**src/include/uhx_defines.vh**
```
`ifndef UHX_DEFINES_VH
`define UHX_DEFINES_VH

// ****************************************
// Offsets
// ****************************************
`define UHX_OFS_RELEASE      8'h60
`define UHX_OFS_TRIM         8'h61
`define UHX_OFS_WAKE_LO      8'h62
`define UHX_OFS_WAKE_HI      8'h63
`define UHX_OFS_CAP_PTR      8'h34
`define UHX_OFS_PM_CAP       8'hdc
`define UHX_OFS_PM_NEXT      8'hdd

// ****************************************
// Values
// ****************************************
`define UHX_RELEASE_VAL      8'h20
`define UHX_TRIM_RST         8'h20
`define UHX_WAKE_RST         16'h0007
`define UHX_PM_POWER_CAPABILITY_IDENTIFIER        8'h01
`define UHX_PM_NEXT_VAL      8'h00
`define UHX_CAP_PTR_VAL      8'hdc
`define UHX_TRIM_LSB         0
`define UHX_TRIM_MSB         5

// ****************************************
// Frame timing
// ****************************************
`define UHX_FRAME_BASE       16'he860
`define UHX_FRAME_CNT_W      16
`define UHX_PERIOD_RST       16'hea60

`endif

```
**src/uhx_cfg_extras.v**
```verilog
`include "uhx_defines.vh"

module uhx_cfg_extras
(
  // Clock and control
  input  wire        i_core_clk,
  input  wire        i_rst_n,
  input  wire        i_ce,
  // Configuration access
  input  wire [7:0]  i_cfg_addr,
  input  wire        i_cfg_wr,
  input  wire        i_cfg_rd,
  input  wire [3:0]  i_cfg_be,
  input  wire [31:0] i_cfg_wdata,
  output reg  [31:0] o_cfg_rdata,
  output reg         o_cfg_ack,
  // Frame timing
  output wire        o_sof,
  output wire [15:0] o_frame_period,
  // Stored values
  output wire [5:0]  o_frame_length_trim,
  output wire [15:0] o_port_wake_policy_mask
);

  // ****************************************
  // Fixed read values
  // ****************************************
  // Read-only bytes are constants, so no write path can ever reach them
  localparam [7:0] RELEASE_BYTE = `UHX_RELEASE_VAL;
  localparam [7:0] CAP_PTR_BYTE = `UHX_CAP_PTR_VAL;
  localparam [7:0] PM_ID_BYTE   = `UHX_PM_POWER_CAPABILITY_IDENTIFIER;
  localparam [7:0] PM_NEXT_BYTE = `UHX_PM_NEXT_VAL;

  // ****************************************
  // Declarations
  // ****************************************
  reg  [7:0]  frame_length_trim_reg;
  reg  [7:0]  frame_length_trim_next;
  reg  [15:0] port_wake_policy_mask_reg;
  reg  [15:0] port_wake_policy_mask_next;
  reg  [31:0] rdata_next;
  wire [7:0]  dword_base;
  wire        hit_usb;
  wire        hit_cap;
  wire        hit_pm;
  wire        access;
  wire        wr_usb;
  wire [3:1]  lane_wr;
  wire [5:0]  trim_field;
  wire [31:0] usb_dword;
  wire [31:0] cap_dword;
  wire [31:0] pm_dword;

  // ****************************************
  // Address decode
  // ****************************************
  // Dword-aligned decode; byte enables pick the lanes
  // Address bits 1:0 are ignored, as a read always returns the whole dword
  assign dword_base = {i_cfg_addr[7:2], 2'b00};
  assign hit_usb    = (dword_base == `UHX_OFS_RELEASE);
  assign hit_cap    = (dword_base == `UHX_OFS_CAP_PTR);
  assign hit_pm     = (dword_base == `UHX_OFS_PM_CAP);
  assign access     = i_cfg_wr | i_cfg_rd;
  assign wr_usb     = i_cfg_wr & hit_usb;

  // ****************************************
  // Byte-lane write strobes
  // ****************************************
  // Lane 0 is the fixed release byte, so only lanes 1 to 3 get a strobe;
  // writes to the identifier dword have no strobe at all
  genvar lane;
  generate
    for (lane = 1; lane < 4; lane = lane + 1)
    begin : g_lane
      assign lane_wr[lane] = wr_usb & i_cfg_be[lane];
    end
  endgenerate

  // ****************************************
  // Writable register next values
  // ****************************************
  // Bits 7:6 of the trim byte are stored as written; only 5:0 reach the
  // frame timer, so stray high bits cannot stretch a frame
  always @*
  begin
    frame_length_trim_next = frame_length_trim_reg;
    if (lane_wr[1])
    begin
      frame_length_trim_next = i_cfg_wdata[15:8];
    end
  end

  // Wake mask: written and read back, never used inside
  always @*
  begin
    port_wake_policy_mask_next = port_wake_policy_mask_reg;
    if (lane_wr[2])
    begin
      port_wake_policy_mask_next[7:0] = i_cfg_wdata[23:16];
    end
    if (lane_wr[3])
    begin
      port_wake_policy_mask_next[15:8] = i_cfg_wdata[31:24];
    end
  end

  // ****************************************
  // Read data
  // ****************************************
  assign usb_dword = {port_wake_policy_mask_reg, frame_length_trim_reg,
                      RELEASE_BYTE};
  assign cap_dword = {24'h000000, CAP_PTR_BYTE};
  // Single identifier 01h item that ends the list; other power fields read 0
  assign pm_dword  = {16'h0000, PM_NEXT_BYTE, PM_ID_BYTE};

  // Unmapped dwords read as zero
  always @*
  begin
    rdata_next = 32'h00000000;
    case ({hit_pm, hit_cap, hit_usb})
      3'b001:
      begin
        rdata_next = usb_dword;
      end
      3'b010:
      begin
        rdata_next = cap_dword;
      end
      3'b100:
      begin
        rdata_next = pm_dword;
      end
      default:
      begin
        rdata_next = 32'h00000000;
      end
    endcase
  end

  // ****************************************
  // Register stage
  // ****************************************
  // Each flop has its own process; all share the synchronous reset and the
  // enable, which freezes them together
  always @(posedge i_core_clk)
  begin
    if (!i_rst_n)
    begin
      frame_length_trim_reg <= `UHX_TRIM_RST;
    end
    else if (i_ce)
    begin
      frame_length_trim_reg <= frame_length_trim_next;
    end
  end

  always @(posedge i_core_clk)
  begin
    if (!i_rst_n)
    begin
      port_wake_policy_mask_reg <= `UHX_WAKE_RST;
    end
    else if (i_ce)
    begin
      port_wake_policy_mask_reg <= port_wake_policy_mask_next;
    end
  end

  // Ack answers every access, including writes that change nothing,
  // so the host never waits on a read-only byte
  always @(posedge i_core_clk)
  begin
    if (!i_rst_n)
    begin
      o_cfg_ack <= 1'b0;
    end
    else if (i_ce)
    begin
      o_cfg_ack <= access;
    end
  end

  // Read data holds between reads, so a late look still sees the last answer
  always @(posedge i_core_clk)
  begin
    if (!i_rst_n)
    begin
      o_cfg_rdata <= 32'h00000000;
    end
    else if (i_ce && i_cfg_rd)
    begin
      o_cfg_rdata <= rdata_next;
    end
  end

  // ****************************************
  // Trim field
  // ****************************************
  // Only bits 5:0 set the frame length; bits 7:6 are kept for read-back
  assign trim_field = frame_length_trim_reg[`UHX_TRIM_MSB:`UHX_TRIM_LSB];

  // ****************************************
  // Outputs
  // ****************************************
  // Mask only stored; nothing inside reads it
  assign o_port_wake_policy_mask = port_wake_policy_mask_reg;
  assign o_frame_length_trim     = trim_field;

  // ****************************************
  // Frame timer
  // ****************************************
  // A new trim takes effect on the counter compare at once
  uhx_frame_timer u_timer
  (
    .i_core_clk (i_core_clk),
    .i_rst_n    (i_rst_n),
    .i_ce       (i_ce),
    .i_trim     (trim_field),
    .o_sof      (o_sof),
    .o_period   (o_frame_period)
  );

endmodule // uhx_cfg_extras

```
**src/uhx_frame_timer.v**
```verilog
`include "uhx_defines.vh"

module uhx_frame_timer
(
  // Clock and control
  input  wire        i_core_clk,
  input  wire        i_rst_n,
  input  wire        i_ce,
  // Trim value
  input  wire [5:0]  i_trim,
  // Frame outputs
  output reg         o_sof,
  output reg  [15:0] o_period
);

  reg  [`UHX_FRAME_CNT_W-1:0] cnt_reg;
  wire [`UHX_FRAME_CNT_W-1:0] len_next;

  // Period is base plus 16 counts per trim step, one count per counter clock
  assign len_next = `UHX_FRAME_BASE + {6'h00, i_trim, 4'h0};

  // Counter runs 0..len-1; a new length reaches the compare at once, so a count already past it wraps on the next clock
  always @(posedge i_core_clk)
  begin
    if (!i_rst_n)
    begin
      cnt_reg  <= 16'h0000;
      o_sof    <= 1'b0;
      o_period <= `UHX_PERIOD_RST;
    end
    else if (i_ce)
    begin
      o_period <= len_next;
      if (cnt_reg >= len_next - 16'h0001)
      begin
        cnt_reg <= 16'h0000;
        o_sof   <= 1'b1;
      end
      else
      begin
        cnt_reg <= cnt_reg + 16'h0001;
        o_sof   <= 1'b0;
      end
    end
  end

endmodule // uhx_frame_timer

```
**config.mk**
```make
export PLATFORM = sky130hd
export DESIGN_NAME = uhx_cfg_extras
export DESIGN_NICKNAME = d
export VERILOG_FILES = /design/src/uhx_cfg_extras.v /design/src/uhx_frame_timer.v
export VERILOG_INCLUDE_DIRS = /design/src /design/src/include
export SDC_FILE = /design/constraint.sdc
export NUM_CORES = 1
export LEC_CHECK = 0
export BUFFER_PORTS_ARGS = -buffer_cell sky130_fd_sc_hd__clkbuf_2
export CAP_MARGIN = 5
export CORE_MARGIN = 2
export CORE_UTILIZATION = 40
export CTS_CLUSTER_DIAMETER = 80
export DETAILED_ROUTE_END_ITERATION = 8
export PLACE_DENSITY = 0.74
export SYNTH_ARGS = -nofsm -noshare
export SYNTH_HDL_FRONTEND = slang
export SYNTH_SLANG_ARGS = --single-unit
```
**constraint.sdc**
```tcl
create_clock -name i_core_clk -period 5.07 [get_ports i_core_clk]
set_input_delay 0.507 -clock i_core_clk [delete_from_list [all_inputs] [get_ports i_core_clk]]
set_output_delay 0.507 -clock i_core_clk [all_outputs]
set_load 0.02 [all_outputs]
```
Word level (Yosys, flattened, before mapping)
Index checks and enable logic that the tools add are counted.
- equality and inequality tests: 6
- bitwise logic cells: 5
- $add $sub $neg: 3
- reduce and logical (&&, ||, !) cells: 4
- order comparisons: 1
- mux-type cells: 3
- operator list (cell ; number):
    one-hot mux 32 bit (3 select lines) ; 1
    adder 16 x 1 -> 16 bit, second input constant ; 1
    greater-or-equal comparator 16 bit ; 1
    two-way mux 16 bit ; 1
    subtractor 16 x 1 -> 16 bit, second input constant ; 1
    adder 14 x 11 -> 15 bit, first input constant ; 1
    equality test 6 x 4 -> 1 bit, second input constant ; 1
    equality test 6 x 5 -> 1 bit, second input constant ; 1
    equality test 6 bit, second input constant ; 1
    AND reduction 2 bit ; 3
    AND 1 bit ; 4
    equality test 3 x 1 -> 1 bit, second input constant ; 1
    equality test 3 x 2 -> 1 bit, second input constant ; 1
    equality test 3 bit, second input constant ; 1
    logical AND 1 bit ; 1
    two-way mux 1 bit ; 1
    OR 1 bit ; 1
- flip-flop bits (word level): 90
- output and inout port bits: 72

Logic depth before layout (Yosys ltp)
- word-level depth: 4
- mapped depth: 12
- gate-level depth less buffers: 12

Hierarchy
A second synthesis with hierarchy kept.
- cell total of the unflattened synthesis: 442
- area total of the unflattened synthesis: 3828.7 µm²
- modules (own cells, without submodules) (module ; cells an instance ; instances ; area each (µm²)):
    uhx_cfg_extras ; 251 ; 1 ; 2264.7
    uhx_frame_timer ; 191 ; 1 ; 1564.0

Worst setup path before layout
No wires, ideal clock.
- path type: register to register
- start point: register frame_length_trim_reg[1]
- end point: register u_timer.cnt_reg[10]
- stages on the path, launching flop included: 13
- period minus slack after synthesis: 2.797 ns
- path buffers: 0
- arrival time: 2.659 ns
- path slack: 2.273 ns
- data required time: 4.933 ns
- path through: dfxtp_1 -> inv_1 -> ha_1 -> xnor2_1 -> or3_1 -> nor3_1 -> a41oi_1 -> ha_1 -> nand2_1 -> nor3_1 -> o2111ai_2 -> nand2_1 -> a211oi_1
- word-level cells in the longest chain between the ends: 4
- RTL lines (element ; RTL line ; source):
    start: declaration ; uhx_cfg_extras.v:37 ; reg [7:0] frame_length_trim_reg;
    start signal: assignment ; uhx_cfg_extras.v:149 ; frame_length_trim_reg <= `UHX_TRIM_RST;
    start signal: assignment ; uhx_cfg_extras.v:153 ; frame_length_trim_reg <= frame_length_trim_next;
    adder 14 x 11 -> 15 bit (no source line) ; -- ;
    named net u_timer.len_next[5] ; uhx_frame_timer.v:17 ; wire [`UHX_FRAME_CNT_W-1:0] len_next;
    subtractor 16 x 1 -> 16 bit ; uhx_frame_timer.v:34 ; if (cnt_reg >= len_next - 16'h0001)
    greater-or-equal comparator 16 bit ; uhx_frame_timer.v:34 ;
    two-way mux 16 bit ; uhx_frame_timer.v:34 ;
    end signal: assignment ; uhx_frame_timer.v:41 ; cnt_reg <= cnt_reg + 16'h0001;
    end: declaration ; uhx_frame_timer.v:16 ; reg [`UHX_FRAME_CNT_W-1:0] cnt_reg;
The timed path passes the listed nets, and every way through them passes these cells.
A chain may end at the register's enable or synchronous reset.

Worst setup path after layout
Same ends and word-level chain as after synthesis.

==> results by group <==
Final layout
  • Ant diodes: 0
  • Commonest non-fill, non-tap cell in the layout: clkbuf_2
  • Area Overhead vs Synth: 18.3%
  • Final nets: 542
  • Layout Utilization: 48.4%
  • FILL cells: 845
  • Most frequent cells in the layout: clkbuf_2, dfxtp_1, nand2_1
  • Layout cells sized above 1: 25.8%
  • Largest register FFs: 27
  • Post-route cell area: 0.00418 mm²

Logic synthesis
  • Synthesized instance count: 402
  • Post-synthesis sequential area ratio: 43.1%
  • Mean Syn Cell Area: 8.79 µm²
  • Async SR Flop Fraction: 0%
  • Primary FF master, synth: dfxtp_1
  • FF+latch count, synth: 76
  • Post-Syn Area: 0.00353 mm²
  • Area leader, netlist: dfxtp_1
  • Area share of the largest cell type after synthesis: 43.1%
  • YS warnings: 0
  • Top post-synthesis cells by area: dfxtp_1, mux2i_1, nand2_1
  • Post-synth EDFFs: 0
  • Synth cell types: 37

Timing
  • Post-Route Setup TNS: 0 ns
  • Worst slew pin tran: 1.02 ns
  • Final setup viols: 0
  • Fmax: 297 MHz
  • Worst clock skew: 0.0123 ns
  • Relative slew slack: 31.5%
  • Fin. max-slew vios: 0
  • Final hold vios: 0
  • Min Tclk post-route: 3.37 ns
  • RSZ-0062 raised after global routing: no
  • Tcrit/Tclk final: 66.4%
  • Final worst slack: 1.70 ns

Hold path
  • HP Class: in2reg

Setup path
  • Top Family by Delay on Critical Path: simple AND/OR/NAND/NOR gates
  • Worst path cell trace: inv_1 -> ha_1 -> xnor2_1 -> or3_1 -> nor3_1 -> a41oi_1 -> ha_1 -> nand2_1 -> nor3_1 -> o2111ai_2 -> nand2_1 -> a211oi_1
  • CP arrival: 3.56 ns
  • Crit path kind: reg2reg
  • WP buf/inv: 1
  • CP Max Fanout: 10
  • CP required: 5.26 ns
  • Crit path capture type: flop
  • Crit-path slowest cell: dfxtp_1
  • Slowest cell delay on critical path: 0.51 ns
  • CP startpoint kind: flop

Drt
  • Via count: 3,097
  • Drt pass-1 iters: 4
  • DRC violations left: 0
  • Wire per inst: 14.1 µm
  • Final WL: 8.37 mm
  • Detailed Route Iter0 Violations: 108
  • Via density: 5.22
  • Routed Antenna Nets: 0

Placement
  • Area after DPL: 0.00397 mm²
  • Detail Placement HPWL: 5.89 mm
  • GPL Wtd Cong: 0.781
  • # port buffers: 99
  • Setup slack at placement: 1.78 ns

GRT
  • Total GRT Usage: 17.5%
  • First-pass GRT wire length: 13.9 mm
  • Largest net degree at the start of global routing: 40
  • Vias in the first global route: 2,960
  • Total grt overflow: 0
  • Initial antenna violation count: 0

CTS
  • Sink Count: 76
  • CTS clk-pin slew, worst paths: 0.09 ns
  • H-tree depth: 3
  • Post-CTS setup buffer count: 0
  • CTS root buf: clkbuf_8
  • CTS tree: done
  • Clk_lat worst skew: 0.35 ns
  • Hold bufs inserted after CTS: 0
  • Resize count post-CTS: 0
  • Clk buf depth: 2
  • Num CTS Buffers: 9

Floorplan
  • DIE WIDTH: 98.0 µm
  • Initial Utilization: 40.9%
  • FP Rows: 34
  • Num ports: 121
  • Total die area: 0.00960 mm²
  • Vert. Die Dim: 98.0 µm
  • Core Area: 0.00864 mm²

Flow run
  • MaxCap Viol Count: 0

Pwr
  • Peak supply drop: 0.000150 V
  • Leakage: 0.00181 µW
  • PD cells: 276 mW/mm²
  • Power Total: 1150 µW

Outcome
  • Outcome: complete, no violations
-- Yosys cell counts (all sizes together) (10+ instances only) --
master	count
buf	24
dfxtp	76
nand4	10
ha	13
inv	10
mux2i	26
nand2	50
a211oi	11
nand3	33
a21oi	34
nor2	34
clkbuf	18
-- report_power, final --
group	total [µW]	internal, µW	switching [µW]
registers	601	599	2.11
logic	63.5	19.5	44.0
clock network	487	244	243
total	1150	863	289
-- worst paths after layout --
check / slack (ns) / end / start / cells after the start
setup / recovery: 1.70 / u_timer.cnt_reg[10]$_SDFFE_PN0P_ / frame_length_trim_reg[1]$_SDFFE_PN0P_ / 12
hold / removal: 0.36 / o_port_wake_policy_mask[1]$_SDFFE_PN1P_ / i_cfg_wdata[17] / 3
hold reg to reg: 0.45 / o_cfg_rdata[27]$_SDFFE_PN0P_ / o_cfg_rdata[27]$_SDFFE_PN0P_ / 2
setup reg to reg: 1.70 / u_timer.cnt_reg[10]$_SDFFE_PN0P_ / frame_length_trim_reg[1]$_SDFFE_PN0P_ / 12
-- per-layer routing --
| metal | global-route usage [%] | share of wire, % | up-vias |
|---|---|---|---|
| li1 | - | - | 1529 |
| met1 | 21.5 | 44 | 1459 |
| met2 | 28.9 | 48 | 96 |
| met3 | 6.80 | 7.5 | 13 |
| met4 | 4.38 | 1.3 | 0 |
| met5 | 0 | 0 | - |
-- final cells by class --
class / instances / area, µm² / share of cell area, %
multi-input cells: 282 / 1770 / 42.3
flip-flops and latches: 76 / 1520 / 36.4
repair buffers: 101 / 510 / 12.2
clock buffers: 10 / 138 / 3.29
well taps: 108 / 135 / 3.23
clock inverters: 6 / 70.1 / 1.68
inverters: 10 / 37.5 / 0.898
-- kinds of logic (layout without fill, tap and decap cells) --
logic type / after synthesis / after routing / share of synthesized area, %
flip-flops: 76 / 76 / 43.1
other: 2 / 10 / 0.213
XOR/XNOR: 16 / 16 / 3.97
multiplexers: 26 / 26 / 7.37
AO/OA/AOI/OAI: 66 / 66 / 11.5
buffers and inverters: 52 / 127 / 8.01
AND/OR/NAND/NOR: 151 / 151 / 21.3
adder cells (fa/ha/maj): 13 / 13 / 4.61
-- tightest hold or removal path, stage by stage --
cell and delay (ns):
clkbuf_2 0.07, mux2i_1 0.05, nand2_1 0.05
-- per-stage QoR --
| stage | hold slack, ns | std cells |
|---|---|---|
| 3_5_place_dp | 0.446 | 577 |
| 5_1_grt | 0.376 | 593 |
| 4_1_cts | 0.347 | 593 |
| 2_1_floorplan | 0.448 | 410 |
| 6_report | 0.362 | 593 |
| 3_3_place_gp | 0.438 | 577 |
(Power assumes the default switching activity.)
